`config.mk`:
```
export PLATFORM = sky130hd
export DESIGN_NAME = crt_timer
export DESIGN_NICKNAME = d
export VERILOG_FILES = /design/src/include/crt_pkg.sv /design/src/crt_timer.sv
export SDC_FILE = /design/constraint.sdc
export NUM_CORES = 1
export LEC_CHECK = 0
export BUFFER_PORTS_ARGS = -buffer_cell sky130_fd_sc_hd__clkbuf_2
export CAP_MARGIN = 20
export CORE_MARGIN = 3
export CORE_UTILIZATION = 50
export CTS_CLUSTER_SIZE = 10
export DETAILED_ROUTE_END_ITERATION = 8
export GPL_ROUTABILITY_DRIVEN = 0
export PLACE_DENSITY = 0.77
export REMOVE_ABC_BUFFERS = 1
export SETUP_SLACK_MARGIN = 0.05
export SYNTH_ARGS = -nofsm -noshare
export SYNTH_HDL_FRONTEND = slang
export SYNTH_SLANG_ARGS = --single-unit
```
`constraint.sdc`:
```
create_clock -name aclk -period 2.93 [get_ports aclk]
set_clock_uncertainty 0.15 [all_clocks]
set_input_delay 0.586 -clock aclk [delete_from_list [all_inputs] [get_ports aclk]]
set_output_delay 0.586 -clock aclk [all_outputs]
set_load 0.01 [all_outputs]
```
`src/include/crt_pkg.sv`:
```
package crt_pkg;

   // ----------------------------------------------------------------
   // bus geometry
   // ----------------------------------------------------------------
   localparam int unsigned CRT_ADDR_W = 12;
   localparam int unsigned CRT_IDX_W  = 8;

   // ----------------------------------------------------------------
   // register indices (byte address is four times the index)
   // ----------------------------------------------------------------
   localparam logic [7:0] CRT_IDX_CONTROL     = 8'hC8;
   localparam logic [7:0] CRT_IDX_MODE        = 8'hC9;
   localparam logic [7:0] CRT_IDX_CAPTURE_LO  = 8'hCA;
   localparam logic [7:0] CRT_IDX_CAPTURE_HI  = 8'hCB;
   localparam logic [7:0] CRT_IDX_COUNT_LO    = 8'hCC;
   localparam logic [7:0] CRT_IDX_COUNT_HI    = 8'hCD;
   localparam logic [7:0] CRT_IDX_CLOCK_CFG   = 8'hD0;
   localparam logic [7:0] CRT_IDX_IRQ_STATUS  = 8'hD1;
   localparam logic [7:0] CRT_IDX_IRQ_CLEAR   = 8'hD2;
   localparam logic [7:0] CRT_IDX_IRQ_ENABLE  = 8'hD3;

   // ----------------------------------------------------------------
   // field layouts
   // ----------------------------------------------------------------
   typedef struct packed {
      logic overflow_flag;           // bit 7
      logic external_event_flag;     // bit 6
      logic rx_clock_select;         // bit 5
      logic tx_clock_select;         // bit 4
      logic external_trigger_enable; // bit 3
      logic run_control;             // bit 2
      logic counter_timer_select;    // bit 1
      logic capture_reload_select;   // bit 0
   } crt_ctrl_t;

   typedef struct packed {
      logic [3:0] unused_hi;          // bits 7..4, read as zero
      logic       capture_auto_clear; // bit 3
      logic [1:0] unused_mid;         // bits 2..1, read as zero
      logic       down_count_enable;  // bit 0
   } crt_mode_t;

   typedef struct packed {
      logic ext_event;  // bit 1
      logic overflow;   // bit 0
   } crt_irq_t;

   typedef enum logic [1:0] {
      CRT_OP_RELOAD  = 2'b00,
      CRT_OP_CAPTURE = 2'b01,
      CRT_OP_UPDOWN  = 2'b10,
      CRT_OP_BAUD    = 2'b11
   } crt_op_t;

   // ----------------------------------------------------------------
   // reset values
   // ----------------------------------------------------------------
   localparam logic [7:0]  CRT_RST_CONTROL   = 8'h00;
   localparam logic [7:0]  CRT_RST_MODE      = 8'h00;
   localparam logic [15:0] CRT_RST_CAPTURE   = 16'h0000;
   localparam logic [15:0] CRT_RST_COUNT     = 16'h0000;
   localparam logic        CRT_RST_FAST      = 1'b0;
   localparam logic [1:0]  CRT_RST_IRQ       = 2'h0;

   // ----------------------------------------------------------------
   // tick dividers, in core clocks per count step
   // ----------------------------------------------------------------
   localparam logic [3:0] CRT_DIV_SLOW = 4'hC;
   localparam logic [3:0] CRT_DIV_FAST = 4'h4;
   localparam logic [3:0] CRT_DIV_BAUD = 4'h2;

   localparam logic [15:0] CRT_COUNT_MAX = 16'hFFFF;

   localparam logic [1:0] CRT_RESP_OKAY   = 2'h0;
   localparam logic [1:0] CRT_RESP_SLVERR = 2'h2;

endpackage : crt_pkg

```
`src/crt_timer.sv`:
```
// Contract
// overflow flag sets on 16-bit overflow, or count equals capture when counting down.
// overflow flag set only when both serial clock selects are 0; software sets/clears.
// external flag sets on trigger falling edge or overflow, per mode bits; the code toggles it on up/down overflow or underflow.
// software clears trigger-set external flag; write of 1 or edge raises interrupt.
// serial modes 1/3: receive clock select picks timer 1 or this overflow.
// serial modes 1/3: transmit clock select picks timer 1 or this overflow.
// any serial clock select forces baud mode, auto-reload every overflow.
// outside baud mode, trigger enable makes falling trigger edge capture or reload.
// run control enables counting; clearing it freezes the count.
// counter/timer select picks internal ticks or falling edges of count pin.
// baud mode advances once every 2 clocks regardless of counter/timer select.
// reload select at 0 reloads on overflow and on enabled trigger edge.
// capture select with trigger enable captures count on each falling trigger edge.
// capture auto-clear resets the count after capture.
// down-count enable with trigger pin level sets direction in auto-reload.
// capture registers take count in capture mode, supply reload value otherwise.
// down-count enabled: up while trigger pin high, down while low.
// pin edges found by comparing successive clocked samples.
`timescale 1ns/1ps
`default_nettype none

module crt_timer
   import crt_pkg::*;
(
   input  wire logic                  aclk,                  // core clock, 25 MHz
   input  wire logic                  aresetn,               // synchronous reset, active low
   input  wire logic [CRT_ADDR_W-1:0] s_axi_awaddr,          // write address
   input  wire logic                  s_axi_awvalid,         // write address valid
   output logic                       s_axi_awready,         // write address ready
   input  wire logic [31:0]           s_axi_wdata,           // write data
   input  wire logic [3:0]            s_axi_wstrb,           // write byte enables
   input  wire logic                  s_axi_wvalid,          // write data valid
   output logic                       s_axi_wready,          // write data ready
   output logic [1:0]                 s_axi_bresp,           // write response
   output logic                       s_axi_bvalid,          // write response valid
   input  wire logic                  s_axi_bready,          // write response ready
   input  wire logic [CRT_ADDR_W-1:0] s_axi_araddr,          // read address
   input  wire logic                  s_axi_arvalid,         // read address valid
   output logic                       s_axi_arready,         // read address ready
   output logic [31:0]                s_axi_rdata,           // read data
   output logic [1:0]                 s_axi_rresp,           // read response
   output logic                       s_axi_rvalid,          // read data valid
   input  wire logic                  s_axi_rready,          // read data ready
   input  wire logic                  external_trigger_pin,  // capture/reload trigger pin
   input  wire logic                  external_count_pin,    // external count pin
   input  wire logic [1:0]            serial_mode,           // serial port mode number
   input  wire logic                  timer1_overflow,       // timer 1 overflow pulse
   output logic                       rx_time_base_tick,     // receive bit-rate tick
   output logic                       tx_time_base_tick,     // transmit bit-rate tick
   output logic                       irq                    // level interrupt
);

   // ----------------------------------------------------------------
   // state
   // ----------------------------------------------------------------
   crt_ctrl_t            ctl;
   crt_ctrl_t            next_ctl;
   crt_mode_t            mode;
   crt_irq_t             irq_status;
   crt_irq_t             irq_enable;
   crt_irq_t             next_irq_status;
   crt_op_t              op;
   logic                 fast_clock_select;
   logic [15:0]          count;
   logic [15:0]          capture;
   logic [3:0]           prescale;
   logic                 trig_now;
   logic                 trig_prev;
   logic                 cnt_now;
   logic                 cnt_prev;
   logic                 aw_hold;
   logic                 w_hold;
   logic [CRT_IDX_W-1:0] aw_idx;
   logic [7:0]           w_byte;
   logic                 w_lane0;

   // ----------------------------------------------------------------
   // pin sampling
   // ----------------------------------------------------------------
   // successive samples
   always_ff @(posedge aclk) begin
      if (!aresetn) begin
         trig_now  <= 1'b1;
         trig_prev <= 1'b1;
         cnt_now   <= 1'b1;
         cnt_prev  <= 1'b1;
      end else begin
         trig_now  <= external_trigger_pin;
         trig_prev <= trig_now;
         cnt_now   <= external_count_pin;
         cnt_prev  <= cnt_now;
      end
   end
   logic trig_fall;
   logic cnt_fall;
   assign trig_fall = trig_prev & ~trig_now;
   assign cnt_fall  = cnt_prev & ~cnt_now;

   // ----------------------------------------------------------------
   // operating mode
   // ----------------------------------------------------------------
   logic baud_mode;
   // serial clocks force baud mode
   assign baud_mode = ctl.rx_clock_select | ctl.tx_clock_select;
   assign op        = baud_mode ? CRT_OP_BAUD : ctl.capture_reload_select ? CRT_OP_CAPTURE :
                      mode.down_count_enable ? CRT_OP_UPDOWN : CRT_OP_RELOAD;

   // ----------------------------------------------------------------
   // count rate
   // ----------------------------------------------------------------
   logic [3:0] divide;
   logic       tick;
   logic       advance;
   // baud mode every two clocks
   assign divide = baud_mode ? CRT_DIV_BAUD : (fast_clock_select ? CRT_DIV_FAST : CRT_DIV_SLOW);
   assign tick   = (prescale >= divide - 4'h1);

   // prescaler free-runs so a mode switch never stalls it
   always_ff @(posedge aclk) begin
      if (!aresetn) begin
         prescale <= 4'h0;
      end else if (tick) begin
         prescale <= 4'h0;
      end else begin
         prescale <= prescale + 4'h1;
      end
   end
   // run control gates counting
   // internal ticks or count pin edges
   assign advance = ctl.run_control & ((ctl.counter_timer_select & ~baud_mode) ? cnt_fall : tick);

   // ----------------------------------------------------------------
   // count events
   // ----------------------------------------------------------------
   logic trig_evt;
   logic count_up;
   logic wrap_up;
   logic wrap_down;
   // trigger only with enable
   assign trig_evt  = trig_fall & ctl.external_trigger_enable;
   // direction from down enable
   // trigger level sets direction
   assign count_up  = (op != CRT_OP_UPDOWN) | trig_now;
   assign wrap_up   = advance & count_up & (count == CRT_COUNT_MAX);
   // down count meets capture
   assign wrap_down = advance & ~count_up & (count == capture);

   // ----------------------------------------------------------------
   // register bus, write side
   // ----------------------------------------------------------------
   logic do_write;
   logic wr_ok;
   assign do_write = aw_hold & w_hold & ~s_axi_bvalid;
   assign wr_ok    = do_write & w_lane0;
   always_ff @(posedge aclk) begin
      if (!aresetn) begin
         aw_hold       <= 1'b0;
         s_axi_awready <= 1'b1;
         aw_idx        <= '0;
      end else if (s_axi_awvalid && s_axi_awready) begin
         aw_hold       <= 1'b1;
         s_axi_awready <= 1'b0;
         aw_idx        <= s_axi_awaddr[CRT_IDX_W+1:2];
      end else if (do_write) begin
         aw_hold       <= 1'b0;
         s_axi_awready <= 1'b1;
      end
   end

   always_ff @(posedge aclk) begin
      if (!aresetn) begin
         w_hold       <= 1'b0;
         s_axi_wready <= 1'b1;
         w_byte       <= 8'h00;
         w_lane0      <= 1'b0;
      end else if (s_axi_wvalid && s_axi_wready) begin
         w_hold       <= 1'b1;
         s_axi_wready <= 1'b0;
         w_byte       <= s_axi_wdata[7:0];
         w_lane0      <= s_axi_wstrb[0];
      end else if (do_write) begin
         w_hold       <= 1'b0;
         s_axi_wready <= 1'b1;
      end
   end

   function automatic logic mapped(input logic [CRT_IDX_W-1:0] idx);
      case (idx)
         CRT_IDX_CONTROL, CRT_IDX_MODE, CRT_IDX_CAPTURE_LO, CRT_IDX_CAPTURE_HI,
         CRT_IDX_COUNT_LO, CRT_IDX_COUNT_HI, CRT_IDX_CLOCK_CFG, CRT_IDX_IRQ_STATUS,
         CRT_IDX_IRQ_CLEAR, CRT_IDX_IRQ_ENABLE: mapped = 1'b1;
         default: mapped = 1'b0;
      endcase
   endfunction : mapped

   always_ff @(posedge aclk) begin
      if (!aresetn) begin
         s_axi_bvalid <= 1'b0;
         s_axi_bresp  <= CRT_RESP_OKAY;
      end else if (do_write) begin
         s_axi_bvalid <= 1'b1;
         s_axi_bresp  <= mapped(aw_idx) ? CRT_RESP_OKAY : CRT_RESP_SLVERR;
      end else if (s_axi_bready) begin
         s_axi_bvalid <= 1'b0;
      end
   end
   logic wr_ctl;
   assign wr_ctl = wr_ok & (aw_idx == CRT_IDX_CONTROL);

   // ----------------------------------------------------------------
   // control register and flags
   // ----------------------------------------------------------------
   logic ovf_set;
   logic ext_set;
   logic ext_toggle;
   // no hardware set in baud mode
   assign ovf_set    = (wrap_up | wrap_down) & ~baud_mode;
   // trigger edge sets external flag
   assign ext_set    = trig_evt & (op != CRT_OP_UPDOWN);
   // up/down wrap flips external flag
   assign ext_toggle = (op == CRT_OP_UPDOWN) & (wrap_up | wrap_down);

   always_comb begin
      next_ctl = ctl;
      if (wr_ctl) begin
         next_ctl = crt_ctrl_t'(w_byte);
      end
      // overflow sets flag, wins over a clearing write
      if (ovf_set) begin
         next_ctl.overflow_flag = 1'b1;
      end
      // edge-set flag stays until software clears it
      if (ext_set) begin
         next_ctl.external_event_flag = 1'b1;
      end else if (ext_toggle) begin
         next_ctl.external_event_flag = ~next_ctl.external_event_flag;
      end
   end

   always_ff @(posedge aclk) begin
      if (!aresetn) begin
         ctl <= crt_ctrl_t'(CRT_RST_CONTROL);
      end else begin
         ctl <= next_ctl;
      end
   end

   always_ff @(posedge aclk) begin
      if (!aresetn) begin
         mode              <= crt_mode_t'(CRT_RST_MODE);
         fast_clock_select <= CRT_RST_FAST;
      end else if (wr_ok) begin
         if (aw_idx == CRT_IDX_MODE) begin
            mode.capture_auto_clear <= w_byte[3];
            mode.down_count_enable  <= w_byte[0];
         end
         if (aw_idx == CRT_IDX_CLOCK_CFG) begin
            fast_clock_select <= w_byte[0];
         end
      end
   end

   // ----------------------------------------------------------------
   // count register
   // ----------------------------------------------------------------
   always_ff @(posedge aclk) begin
      if (!aresetn) begin
         count <= CRT_RST_COUNT;
      end else if (wr_ok && aw_idx == CRT_IDX_COUNT_LO) begin
         count[7:0] <= w_byte;
      end else if (wr_ok && aw_idx == CRT_IDX_COUNT_HI) begin
         count[15:8] <= w_byte;
      // clear after capture
      end else if (op == CRT_OP_CAPTURE && trig_evt && mode.capture_auto_clear) begin
         count <= 16'h0000;
      // trigger edge reloads
      end else if (op == CRT_OP_RELOAD && trig_evt) begin
         count <= capture;
      end else if (wrap_up) begin
         // baud mode reloads on every overflow
         // reload on overflow
         // capture supplies reload value
         count <= (op == CRT_OP_CAPTURE) ? 16'h0000 : capture;
      end else if (wrap_down) begin
         count <= CRT_COUNT_MAX;
      end else if (advance) begin
         count <= count_up ? count + 16'h0001 : count - 16'h0001;
      end
   end

   // ----------------------------------------------------------------
   // capture register
   // ----------------------------------------------------------------
   always_ff @(posedge aclk) begin
      if (!aresetn) begin
         capture <= CRT_RST_CAPTURE;
      end else if (wr_ok && aw_idx == CRT_IDX_CAPTURE_LO) begin
         capture[7:0] <= w_byte;
      end else if (wr_ok && aw_idx == CRT_IDX_CAPTURE_HI) begin
         capture[15:8] <= w_byte;
      // capture on trigger edge
      // capture takes both count bytes
      end else if (op == CRT_OP_CAPTURE && trig_evt) begin
         capture <= count;
      end
   end

   // ----------------------------------------------------------------
   // serial time base
   // ----------------------------------------------------------------
   logic async_mode;
   // modes 1 and 3 are the odd ones
   assign async_mode = serial_mode[0];
   always_ff @(posedge aclk) begin
      if (!aresetn) begin
         rx_time_base_tick <= 1'b0;
         tx_time_base_tick <= 1'b0;
      end else begin
         // receive time base
         rx_time_base_tick <= async_mode & (ctl.rx_clock_select ? (wrap_up & baud_mode) : timer1_overflow);
         // transmit time base
         tx_time_base_tick <= async_mode & (ctl.tx_clock_select ? (wrap_up & baud_mode) : timer1_overflow);
      end
   end

   // ----------------------------------------------------------------
   // interrupt status, clear and enable
   // ----------------------------------------------------------------
   crt_irq_t events;
   crt_irq_t clear_mask;
   always_comb begin
      events.overflow  = ovf_set;
      // edge or software write of 1 raises interrupt
      events.ext_event = trig_evt | (wr_ctl & w_byte[6]);
      clear_mask       = (wr_ok && aw_idx == CRT_IDX_IRQ_CLEAR) ? crt_irq_t'(w_byte[1:0]) : crt_irq_t'(2'b00);
      // a new event wins over a clear in the same cycle
      next_irq_status  = (irq_status & ~clear_mask) | events;
   end

   always_ff @(posedge aclk) begin
      if (!aresetn) begin
         irq_status <= crt_irq_t'(CRT_RST_IRQ);
         irq_enable <= crt_irq_t'(CRT_RST_IRQ);
         irq        <= 1'b0;
      end else begin
         irq_status <= next_irq_status;
         if (wr_ok && aw_idx == CRT_IDX_IRQ_ENABLE) begin
            irq_enable <= crt_irq_t'(w_byte[1:0]);
         end
         irq <= |(next_irq_status & irq_enable);
      end
   end

   // ----------------------------------------------------------------
   // register bus, read side
   // ----------------------------------------------------------------
   logic [CRT_IDX_W-1:0] ar_idx;
   logic [7:0]           rd_byte;
   assign ar_idx = s_axi_araddr[CRT_IDX_W+1:2];
   always_comb begin
      case (ar_idx)
         CRT_IDX_CONTROL:    rd_byte = ctl;
         CRT_IDX_MODE:       rd_byte = mode;
         CRT_IDX_CAPTURE_LO: rd_byte = capture[7:0];
         CRT_IDX_CAPTURE_HI: rd_byte = capture[15:8];
         CRT_IDX_COUNT_LO:   rd_byte = count[7:0];
         CRT_IDX_COUNT_HI:   rd_byte = count[15:8];
         CRT_IDX_CLOCK_CFG:  rd_byte = {7'h00, fast_clock_select};
         CRT_IDX_IRQ_STATUS: rd_byte = {6'h00, irq_status};
         CRT_IDX_IRQ_ENABLE: rd_byte = {6'h00, irq_enable};
         default:            rd_byte = 8'h00;
      endcase
   end

   always_ff @(posedge aclk) begin
      if (!aresetn) begin
         s_axi_arready <= 1'b1;
         s_axi_rvalid  <= 1'b0;
         s_axi_rdata   <= 32'h00000000;
         s_axi_rresp   <= CRT_RESP_OKAY;
      end else if (s_axi_arvalid && s_axi_arready) begin
         s_axi_arready <= 1'b0;
         s_axi_rvalid  <= 1'b1;
         s_axi_rdata   <= {24'h000000, rd_byte};
         s_axi_rresp   <= mapped(ar_idx) ? CRT_RESP_OKAY : CRT_RESP_SLVERR;
      end else if (s_axi_rvalid && s_axi_rready) begin
         s_axi_rvalid  <= 1'b0;
         s_axi_arready <= 1'b1;
      end
   end

endmodule : crt_timer

`default_nettype wire

```
* Word-level counts from Yosys, hierarchy flattened
Index checks and enable logic that the tools add are counted.
** Word-level totals
- Output and inout bits :: 44
- Register bits after elaboration :: 94
- Logic and storage cells :: 190
- Input port bits :: 72
** Operators by class
- Magnitude comparators :: 1
- Multiplexer cells :: 48
- Bitwise operators :: 37
- Reductions and logical operators :: 33
- $add $sub $neg :: 4
- Eq/ne operators :: 27
** Operators with widths (number)
- $eq A8 B8 Y1 const B :: 20
- $mux W16 :: 8
- $pmux W8 S9 :: 1
- $mux W8 :: 7
- $mux W1 :: 24
- $and A1 B1 Y1 :: 20
- $reduce_or A10 Y1 :: 2
- $add A16 B1 Y16 const B :: 1
- $eq A16 B16 Y1 :: 1
- $eq A16 B16 Y1 const B :: 1
- $sub A16 B1 Y16 const B :: 1
- $reduce_bool A2 Y1 :: 7
- $logic_and A1 B1 Y1 :: 13
- $mux W2 :: 6
- $reduce_and A2 Y1 :: 6
- $reduce_bool A6 Y1 :: 2
- $not A1 Y1 :: 9
- $mux W4 :: 2
- $ne A2 B2 Y1 const B :: 3
- $add A4 B1 Y4 const B :: 1
- $and A2 B2 Y2 :: 2
- $ge A4 B4 Y1 :: 1
- $or A1 B1 Y1 :: 4
- $reduce_or A2 Y1 :: 2
- 6 further kinds :: 6

* Depth between registers and ports, before layout
Gate-level depths: netlist of run 1.
- Depth in word-level cells :: 14
- Mapped depth :: 12

* Worst setup path after synthesis of run 1
No wires, ideal clock.
- Path type :: register -> register
- Start point :: register ctl[5] in the netlist's numbering
- End point :: register count[12]
- Path slack :: -0.147 ns
- Data arrival time :: 2.783 ns
- Required time :: 2.636 ns
- Setup time :: 0.144 ns
- Cell stages (with the launch flop) :: 12
- Path through :: dfxtp_1 buf_2 nor2_1 inv_1 ha_1 a211o_1 a221o_1 and2_1 a21oi_2 nand2_4 a2111oi_0 a2111oi_2
** On the way
- Word-level cells in the longest chain between the ends :: 13
- Elaborated cells between the ends (all ways) :: 31
- Classes of those cells :: 1 x add/sub; 1 x order compare; 2 x eq/ne; 11 x mux; 10 x bitwise; 6 x reduce/logical
** Ends and longest elaborated chain
- from (decl) :: RTL line crt_timer.sv:57 : crt_ctrl_t ctl;
- from (signal assigned) :: RTL line crt_timer.sv:243 : ctl <= crt_ctrl_t'(CRT_RST_CONTROL);
- from (signal assigned) :: RTL line crt_timer.sv:245 : ctl <= next_ctl;
- $or A1 B1 Y1 (*) :: RTL line crt_timer.sv:105 : assign baud_mode = ctl.rx_clock_select | ctl.tx_clock_select;
- $mux W4 :: RTL line crt_timer.sv:116 : assign divide = baud_mode ? CRT_DIV_BAUD : (fast_clock_select ? CRT_DIV_FAST : CRT_DIV_SLOW);
- $sub A4 B1 Y4 :: RTL line crt_timer.sv:117 : assign tick = (prescale >= divide - 4'h1);
- $ge A4 B4 Y1 :: RTL line crt_timer.sv:117
- $mux W1 :: RTL line crt_timer.sv:131 : assign advance = ctl.run_control & ((ctl.counter_timer_select & ~baud_mode) ? cnt_fall : tick);
- $and A1 B1 Y1 :: RTL line crt_timer.sv:131
- $and A1 B1 Y1 (2 in series) :: RTL line crt_timer.sv:147 : assign wrap_down = advance & ~count_up & (count == capture);
- $mux W16 :: RTL line crt_timer.sv:285 : end else if (wrap_down) begin
- $mux W16 :: RTL line crt_timer.sv:280 : end else if (wrap_up) begin
- $mux W16 :: RTL line crt_timer.sv:278 : end else if (op == CRT_OP_RELOAD && trig_evt) begin
- $mux W16 :: RTL line crt_timer.sv:275 : end else if (op == CRT_OP_CAPTURE && trig_evt && mode.capture_auto_clear) begin
- $mux W8 :: RTL line crt_timer.sv:272 : end else if (wr_ok && aw_idx == CRT_IDX_COUNT_HI) begin
- to (signal assigned) :: RTL line crt_timer.sv:273 : count[15:8] <= w_byte;
- to (signal assigned) :: RTL line crt_timer.sv:279 : count <= capture;
- to (signal assigned) :: RTL line crt_timer.sv:284 : count <= (op == CRT_OP_CAPTURE) ? 16'h0000 : capture;
- to (decl) :: RTL line crt_timer.sv:65 : logic [15:0] count;
Every way passes the cells marked *; elsewhere a longest branch is shown, timed or not. The select of a mux whose other input is x is not followed.
A chain may end at the register's enable or synchronous reset.

* Final worst setup path of run 1
- Start point :: register ctl[5] in the netlist's numbering
- End point :: register count[14]
The elaborated chain is that of the path after synthesis.

==> impl_metrics.ini, run 1 <==
[outcome]
status = complete, but fails checks
failed_checks = negative setup slack

[timing]
grt_setup_unrepaired = yes
hold_viol = 0
fmax_ghz = 0.339
final.min_clock_period_ns = 2.95
tightestPinTransition_ns = 0.690
final_critical_path_setup_slack_ns = -0.0240
timing.slew.headroom = 0.537
setup_viol_count_final = 1
worst_hold_slack_ns = 0.243
fin_crit_sh = 1.01
slew_viol_final = 0

[die]
io-pin-count = 116
die_width_um = 111
fp.dieH_um = 111
fp.dieArea_um2 = 12300
core_area_um2 = 10500
core.rowCount = 37
floorplan.initialDensity = 0.524

[synthesis]
ys_seq_elements = 92
synth.avg_cell_area_um2 = 8.03
post_synth_instance_area_um2 = 5510
synth-warning-count = 0
yosys.area.top_type_share = 0.334
synth_top_cells_by_area = sky130_fd_sc_hd__dfxtp_1, sky130_fd_sc_hd__nand2_1, sky130_fd_sc_hd__mux2i_1, sky130_fd_sc_hd__nor2_1, sky130_fd_sc_hd__buf_4
synth_edf_count = 0
share_of_flip_flops_with_an_asynchronous_set_or_reset = 0
synth_seq_area_share = 0.334
synth_top_flop_cell = sky130_fd_sc_hd__dfxtp_1
synth_cell_type_count = 72
yosysTopAreaCell = sky130_fd_sc_hd__dfxtp_1
postSynthCellCount = 686

[detailed_routing]
detail_route.drc_violations = 0
firstDrtPassIters = 6
routed_via_density = 6.27
wire_per_inst_um = 18.8
detailedRoute.firstIterationViolations = 562
route.vias.total = 5671
wire_length_after_detailed_routing_um = 17000
postRouteAntennaNets = 0

[clocking]
cts_buffers = 9
clock-root-buffer = sky130_fd_sc_hd__clkbuf_8
clock_tree.htree_level_count = 3
clk_pin_slew_ns = 0.11
numClockSinks = 92
worst_skew_pair.late_latency_ns = 0.38
max-clock-path-buffers = 2
cts_tree = built
holdBufCountCts = 0

[cells_and_area]
layout.cells.most_common_list = sky130_fd_sc_hd__nand2_1, sky130_fd_sc_hd__dfxtp_1, sky130_fd_sc_hd__nor2_1, sky130_fd_sc_hd__buf_4, sky130_fd_sc_hd__clkbuf_2
fillCellCount = 893
area_of_the_multi_input_gates_um2 = 3550
proportion_of_layout_cells_with_a_drive_suffix_above_1 = 0.238
finish.cell_count_without_fillers = 905
num-nets-final = 840
seq_area_um2 = 1850
n_antenna_cell = 0
final_common_cell = sky130_fd_sc_hd__nand2_1
post-route-cell-area_um2 = 6550
syn2layout_area_growth_pct = 18.9

[critical_path]
arrival_ns = 3.10
timing.setup.critical_path_class = register to register
critical_path.reg2reg.startpoint = ctl[5]$_SDFFE_PN0P_
crit_required_ns = 3.08
crit_path_start_kind = register
worst-r2r-cell-count = 11
worstSetupEndpointType = register
crit_path_start = ctl[5]$_SDFFE_PN0P_
worst-path-max-fanout = 7
setup.reg_to_reg.worst_slack_ns = -0.02
worstReg2RegEnd = count[14]$_SDFFE_PN0P_

[pwr]
max-vdd-ir-drop_mv = 0.249
power.total_mw = 2.35
power.static_leakage_nw = 2.70
areal_power_density_over_the_cells_nw_per_um2 = 358

[global_routing]
grt_pass1_vias = 5284
grt_start_max_net_pins = 37
grt_remaining_overflow = 0
grt_antenna_before_repair = 0
grt_pass1_wl_um = 26400
global_routing_usage_summed_across_all_routing_layers = 0.262

[hold_path]
worstHoldPathCells = 2
hold_path_startpoint = external_count_pin
hp-class = input pin to register
min_delay_worst_endpoint = cnt_now$_SDFF_PN1_

[place]
port-buffer-count = 53
detailedPlacementHpwl_um = 12100
pre_cts_slack_ns = -0.117
dpl.cell_count = 883
dpl_cell_area_um2 = 6050

[job]
drv_cap = 0
[flip-flops by register name, summed over array words and instances (netlist names), 2 cells and up]
name	count
w_byte	8
irq_status	2
count	16
prescale	4
aw_idx	8
capture	16
mode	2
s_axi_rdata	8
ctl	8
irq_enable	2
[cell usage after synthesis (all sizes together) (12+ instances only)]
cell type  count
a22oi         15
nand2         94
o22ai         13
nand3         15
xor2          21
buf           42
o21ai         34
nand2b        12
nor2          67
dfxtp         92
mux2i         33
clkbuf        30
a211oi        20
a21oi         40
nor3          13
nor4          13
[timing repair]
item | in CTS | in global routing
pin swaps | 0 | 17
endpoints found under the setup margin | 16 | 20
setup buffers | 0 | 7
resized for setup | 13 | 41
[area by class of cell]
class	count	area share
clock buffer	10	0.0210
clock inverter	6	0.00841
inverter	11	0.00631
multi-input combinational	536	0.542
sequential	92	0.282
tap	136	0.0260
timing repair buffer	114	0.114
[how the worst max path moves through the flow]
stage / end / slack (ns) / depth (start not counted)
final: count[14]$_SDFFE_PN0P_ / -0.02 / 11
after global routing: count[2]$_SDFFE_PN0P_ / -0.07 / 11
after CTS: count[12]$_SDFFE_PN0P_ / 0.03 / 12
after detailed placement: count[12]$_SDFFE_PN0P_ / -0.12 / 12
after global placement: count[12]$_SDFFE_PN0P_ / -0.1 / 12
after floorplan: capture[0]$_SDFFE_PN0P_ / -0.37 / 6
[critical path, stage by stage, from the launching register on]
cell	delay, ns
sky130_fd_sc_hd__dfxtp_4	0.39
sky130_fd_sc_hd__buf_6	0.12
sky130_fd_sc_hd__or3_4	0.33
sky130_fd_sc_hd__ha_4	0.27
sky130_fd_sc_hd__a221o_1	0.21
sky130_fd_sc_hd__buf_6	0.12
sky130_fd_sc_hd__nand4_1	0.11
sky130_fd_sc_hd__or4_4	0.59
sky130_fd_sc_hd__nand2_8	0.15
sky130_fd_sc_hd__buf_4	0.14
sky130_fd_sc_hd__o21ai_1	0.09
sky130_fd_sc_hd__a211oi_2	0.20
[routing by layer]
layer,up-vias,track usage,share of wire
met1,2621,0.340,0.40
li1,2588,-,-
met5,-,0,0
met2,382,0.415,0.45
met3,80,0.0475,0.11
met4,0,0.132,0.046
[cells by family (layout without fill, tap and decap cells)]
| kind of cell | Yosys count | in the layout | synth area share |
|---|---|---|---|
| AND/OR/NAND/NOR | 268 | 268 | 0.245 |
| AO/OA/AOI/OAI | 171 | 171 | 0.211 |
| flip-flops | 92 | 92 | 0.334 |
| buffers and inverters | 83 | 141 | 0.0818 |
| multiplexers | 37 | 37 | 0.0702 |
| XOR/XNOR | 30 | 30 | 0.0477 |
| adder cells (fa/ha/maj) | 4 | 4 | 0.00909 |
| other | 1 | 26 | 0.000681 |
[report_power, final]
| group | switching (mW) | internal (mW) |
|---|---|---|
| sequential | 0.0444 | 1.28 |
| clock | 0.504 | 0.348 |
| combinational | 0.107 | 0.0640 |
[per-stage QoR]
| step | util | TNS, ns |
|---|---|---|
| after CTS | 0.598 | 0 |
| after detailed placement | 0.575 | -0.161 |
| final | 0.623 | -0.0240 |
| after floorplan | - | -4.39 |
| after global placement | 0.575 | -0.0982 |
| after global routing | 0.623 | -0.461 |
No activity file was read; power rests on OpenSTA's default activity.
==> run 2: changes to the inputs <==
CORE_UTILIZATION = 55   (was 50)
PLACE_DENSITY = 0.8   (was 0.77)
clock period = 2.8 ns   (was 2.93 ns; I/O delays follow)
==> run 2 against run 1 <==
Compared with the run above: the run still ends with negative setup slack left; routed wire length grew 3.8%; core utilization grew 7.3 points; sequential share of layout area shrank 0.30 points; final cell count grew 1.3%; combinational power grew 4%; critical endpoint is now count[10]$_SDFFE_PN0P_; largest cell class unchanged.
==> impl_metrics.ini, run 2 (same netlist as run 1, synthesis figures left out) <==
[critical_path]
worstSetupEndpointType = register
cpMaxStageDelayCell = sky130_fd_sc_hd__or4_4
crit_chain = buf_6 > or3_4 > ha_4 > a221o_1 > buf_4 > nand4_1 > or4_4 > nand2_4 > buf_6 > buf_4 > o21ai_2 > a2111oi_2
worst_path_dominant_cell_family = simple AND/OR/NAND/NOR gates
worst_path_largest_cell_delay_ns = 0.47
arrival_ns = 3.04
timing.setup.critical_path_class = register to register
worst-path-buf-inv = 4
crit_path_start_kind = register
worst-path-max-fanout = 4
crit_required_ns = 2.92

[global_routing]
grt_antenna_before_repair = 0
grt_pass1_wl_um = 28000
grt_pass1_vias = 5477
global_routing_usage_summed_across_all_routing_layers = 0.310
grt_start_max_net_pins = 53
grt_remaining_overflow = 0

[cells_and_area]
finish.cell_count_without_fillers = 917
syn2layout_area_growth_pct = 20.1
finalCoreUtilization = 0.696
num-nets-final = 859
fillCellCount = 761
proportion_of_layout_cells_with_a_drive_suffix_above_1 = 0.246
final_common_cell = sky130_fd_sc_hd__nand2_1
area_of_the_multi_input_gates_um2 = 3480
n_antenna_cell = 0
seq_area_um2 = 1850
reg.largest.list = capture: 16 flops, count: 16 flops
layout.cells.most_common_list = sky130_fd_sc_hd__nand2_1, sky130_fd_sc_hd__dfxtp_1, sky130_fd_sc_hd__buf_4, sky130_fd_sc_hd__nor2_1, sky130_fd_sc_hd__clkbuf_2

[clocking]
clock_tree.htree_level_count = 3
clk_pin_slew_ns = 0.10
cts_tree = built
holdBufCountCts = 0
cts_buffers = 9
clock-root-buffer = sky130_fd_sc_hd__clkbuf_8
max-clock-path-buffers = 2
numClockSinks = 92
worst_skew_pair.late_latency_ns = 0.37

[die]
fp.dieArea_um2 = 11300
fp.dieH_um = 106
floorplan.initialDensity = 0.580
core.rowCount = 35
core_area_um2 = 9500
die_width_um = 106
io-pin-count = 116

[pwr]
fraction_of_power_consumed_by_combinational_cells = 0.072
switching_share = 0.266
areal_power_density_over_the_cells_nw_per_um2 = 376
seqPwrFrac = 0.556
power.static_leakage_nw = 2.80
power.switching_mw = 0.663
clock_network_fraction_of_total_power = 0.372
total_internal_power_mw = 1.83
power.total_mw = 2.49
max-vdd-ir-drop_mv = 0.319

[timing]
final.min_clock_period_ns = 2.92
tightestPinTransition_ns = 0.702
grt_setup_unrepaired = yes
hold_viol = 0
finalSetupTns_ns = -0.454
final_critical_path_setup_slack_ns = -0.121
setup_viol_count_final = 10
slew_viol_final = 0
fin_crit_sh = 1.04
timing.slew.headroom = 0.528
fmax_ghz = 0.342

[detailed_routing]
detail_route.drc_violations = 0
detailedRoute.firstIterationViolations = 623
route.vias.total = 5735
routed_via_density = 6.25
postRouteAntennaNets = 0
wire_per_inst_um = 19.2
wire_length_after_detailed_routing_um = 17600
firstDrtPassIters = 6

[place]
port-buffer-count = 53
detailedPlacementHpwl_um = 12800
dpl.cell_count = 893

[outcome]
failed_checks = negative setup slack
status = complete, but fails checks

[job]
drv_cap = 0

[hold_path]
hp-class = input pin to register
run 2: area by class of cell:
cell class,count,area share
Clock buffer,10,0.0193
Clock inverter,6,0.0108
Inverter,11,0.00624
Multi-Input combinational cell,536,0.525
Sequential cell,92,0.279
Tap cell,129,0.0244
Timing Repair Buffer,133,0.134
run 2: power by group through the flow:
| stage | registers [mW] | logic [mW] | clock network (mW) |
|---|---|---|---|
| 2_1_floorplan | 1.40 | 0.0980 | 0 |
| 3_3_place_gp | 1.41 | 0.167 | 0 |
| 3_5_place_dp | 1.41 | 0.175 | 0 |
| 4_1_cts | 1.38 | 0.176 | 0.927 |
| 5_1_grt | 1.39 | 0.198 | 0.985 |
| 6_report | 1.38 | 0.178 | 0.927 |
run 2: through the flow:
stage               setup WS, ns  cell area, um^2  hold WS (ns)
floorplan                 -0.499             5190         0.251
global placement          -0.165             6170         0.260
detailed placement        -0.284             6170         0.266
CTS                      -0.0963             6460         0.219
global route              -0.217             6620         0.224
finish                    -0.121             6620         0.219
run 2: path summary, 6_finish.rpt:
| path | from | to | slack (ns) | depth (start not counted) |
|---|---|---|---|---|
| worst max-delay path | ctl[5]$_SDFFE_PN0P_ | count[10]$_SDFFE_PN0P_ | -0.12 | 12 |
| worst min-delay path | external_count_pin | cnt_now$_SDFF_PN1_ | 0.22 | 2 |
| worst min register to register | cnt_now$_SDFF_PN1_ | cnt_prev$_SDFF_PN1_ | 0.29 | 1 |
| worst max register to register | ctl[5]$_SDFFE_PN0P_ | count[10]$_SDFFE_PN0P_ | -0.12 | 12 |
run 2: routing by layer:
metal | track usage | part of all wire | up-vias
met2 | 0.501 | 0.46 | 367
met4 | 0.133 | 0.040 | 0
met1 | 0.381 | 0.38 | 2664
li1 | - | - | 2618
met3 | 0.0984 | 0.12 | 86
met5 | 0 | 0 | -
run 2: timing repair:
item / CTS / global route
endpoints found under the hold margin: 0 / 0
gates resized for setup: 20 / 21
setup buffers: 1 / 7
pin swaps: 8 / 13
endpoints found under the setup margin: 18 / 22
==> run 3: changes to the inputs <==
CORE_UTILIZATION = 50   (was 55)
GPL_TIMING_DRIVEN = 1   (was not set)
PLACE_DENSITY = 0.77   (was 0.8)
clock period = 2.55 ns   (was 2.8 ns; I/O delays follow)
==> run 3 against run 2 <==
Compared with the run above: the flow still finishes with violations (negative setup slack); power increased by 15%; register-to-register slack got worse by 0.19 ns; worst setup slack got worse by 0.19 ns; critical path type unchanged; critical endpoint is now count[12]$_SDFFE_PN0P_; highest routed layer unchanged.
==> impl_metrics.ini, run 3 (same netlist as run 1, synthesis figures left out) <==
[pwr]
total_internal_power_mw = 2.11
clock_network_fraction_of_total_power = 0.399
switching_share = 0.263
max-vdd-ir-drop_mv = 0.302
seqPwrFrac = 0.530
fraction_of_power_consumed_by_combinational_cells = 0.071
power.switching_mw = 0.754
power.total_mw = 2.87
areal_power_density_over_the_cells_nw_per_um2 = 403
power.static_leakage_nw = 3.02

[timing]
final_critical_path_setup_slack_ns = -0.315
fmax_ghz = 0.349
setup_viol_count_final = 20
fin_crit_sh = 1.12
hold_viol = 0
slew_viol_final = 0
timing.slew.headroom = 0.582
grt_setup_unrepaired = yes
tightestPinTransition_ns = 0.619
final.min_clock_period_ns = 2.87

[die]
floorplan.initialDensity = 0.524
die_width_um = 111
core_area_um2 = 10500
fp.dieArea_um2 = 12300
io-pin-count = 116
core.rowCount = 37
fp.dieH_um = 111

[detailed_routing]
routed_via_density = 6.19
detail_route.drc_violations = 0
wire_length_after_detailed_routing_um = 18300
routedLengthMet1_um = 7060
detailedRoute.firstIterationViolations = 686
postRouteAntennaNets = 0
firstDrtPassIters = 8
met3RoutedLength_um = 2160
wire_per_inst_um = 19.2
route.vias.total = 5905
routed.top_layer = met4
detail_route_met2_wl_um = 8080

[place]
dpl.cell_count = 927
port-buffer-count = 53
detailedPlacementHpwl_um = 12900

[critical_path]
worst-path-max-fanout = 4
crit_path_start = ctl[4]$_SDFFE_PN0P_
timing.setup.critical_path_class = register to register
crit_required_ns = 2.66
crit_path_start_kind = register
critical_path.reg2reg.startpoint = ctl[4]$_SDFFE_PN0P_
worstSetupEndpointType = register
arrival_ns = 2.97

[global_routing]
grt_antenna_before_repair = 0
grt_remaining_overflow = 0
grt_start_max_net_pins = 38
global_routing_usage_summed_across_all_routing_layers = 0.283
grt_pass1_vias = 5572
grt_pass1_wl_um = 28200

[job]
drv_cap = 0

[cells_and_area]
reg.largest.list = capture: 16 flops, count: 16 flops
layout.cells.most_common_list = sky130_fd_sc_hd__buf_4, sky130_fd_sc_hd__nand2_1, sky130_fd_sc_hd__dfxtp_1, sky130_fd_sc_hd__nor2_1, sky130_fd_sc_hd__clkbuf_2
syn2layout_area_growth_pct = 29.2
fillCellCount = 800
finish.cell_count_without_fillers = 954
n_antenna_cell = 0
seq_area_um2 = 1850
area_of_the_multi_input_gates_um2 = 3660
num-nets-final = 889
proportion_of_layout_cells_with_a_drive_suffix_above_1 = 0.302
final_common_cell = sky130_fd_sc_hd__buf_4

[clocking]
clock-root-buffer = sky130_fd_sc_hd__clkbuf_8
numClockSinks = 92
cts_buffers = 9
clock_tree.htree_level_count = 3
clk_pin_slew_ns = 0.10
worst_skew_pair.late_latency_ns = 0.39
max-clock-path-buffers = 2
cts_tree = built

[hold_path]
hp-class = input pin to register
hold_path_startpoint = external_count_pin

[outcome]
status = complete, but fails checks
failed_checks = negative setup slack
run 3: cell count changes in the layout (fill, tap and decap cells not counted), moves of 2 or more:
| cell | before | now |
|---|---|---|
| sky130_fd_sc_hd__o21ai_1 | 7 | 9 |
| sky130_fd_sc_hd__o22ai_2 | 0 | 7 |
| sky130_fd_sc_hd__buf_4 | 76 | 94 |
| sky130_fd_sc_hd__nor3_2 | 1 | 4 |
| sky130_fd_sc_hd__buf_6 | 3 | 15 |
| sky130_fd_sc_hd__nor3_1 | 12 | 9 |
| sky130_fd_sc_hd__o21ai_0 | 24 | 20 |
| sky130_fd_sc_hd__o22ai_1 | 13 | 5 |
run 3: layout make-up:
class / count / share of cell area
clock buffers: 9 / 0.0174
clock inverters: 7 / 0.0157
inverters: 11 / 0.00580
multi-input cells: 536 / 0.514
flip-flops and latches: 92 / 0.260
well taps: 136 / 0.0239
repair buffers: 163 / 0.163
run 3: metrics by stage:
step	utilization	setup TNS [ns]	hold slack (ns)	setup slack (ns)	instance area, um^2
after floorplan	-	-15.23	0.251	-0.749	5190
after CTS	0.662	-3.25	0.145	-0.279	6950
after global placement	0.607	-5.48	0.261	-0.396	6380
final	0.677	-4.23	0.145	-0.315	7110
after detailed placement	0.607	-6.54	0.268	-0.491	6380
after global routing	0.677	-5.89	0.157	-0.428	7110
run 3: worst max-delay path, stage by stage (launching register included):
cell	delay (ns)
sky130_fd_sc_hd__dfxtp_4	0.39
sky130_fd_sc_hd__nor4b_4	0.27
sky130_fd_sc_hd__buf_4	0.17
sky130_fd_sc_hd__nand2b_4	0.07
sky130_fd_sc_hd__xnor2_1	0.16
sky130_fd_sc_hd__ha_2	0.23
sky130_fd_sc_hd__and2_1	0.19
sky130_fd_sc_hd__nor4b_4	0.21
sky130_fd_sc_hd__buf_4	0.16
sky130_fd_sc_hd__nand4_1	0.16
sky130_fd_sc_hd__a2111oi_2	0.35
sky130_fd_sc_hd__buf_4	0.18
sky130_fd_sc_hd__a2111oi_4	0.04
run 3: path summary, 6_finish.rpt:
kind	to	slack (ns)	cells after the start
hold / removal	cnt_now$_SDFF_PN1_	0.15	2
setup reg to reg	count[12]$_SDFFE_PN0P_	-0.32	12
setup / recovery	count[12]$_SDFFE_PN0P_	-0.32	12
hold reg to reg	cnt_prev$_SDFF_PN1_	0.30	1
run 3: timing repair:
item / in CTS / in global routing
setup buffers: 9 / 3
cloned: 0 / 0
hold buffers: 0 / 0
resized for setup: 66 / 20
pin swaps: 27 / 12
endpoints found under the setup margin: 22 / 22
run 3: routing by layer:
| layer | global-route usage | vias to the layer above |
|---|---|---|
| met5 | 0 | - |
| met4 | 0.146 | 0 |
| met3 | 0.0726 | 121 |
| met2 | 0.443 | 390 |
| met1 | 0.357 | 2718 |
| li1 | - | 2676 |
run 3: power groups by stage:
| stage | registers (mW) | logic (mW) | clock network, mW |
|---|---|---|---|
| final | 1.52 | 0.203 | 1.15 |
| after global placement | 1.55 | 0.190 | 0 |
| after CTS | 1.51 | 0.200 | 1.15 |
| after detailed placement | 1.55 | 0.196 | 0 |
| after global routing | 1.52 | 0.226 | 1.21 |
| after floorplan | 1.54 | 0.108 | 0 |
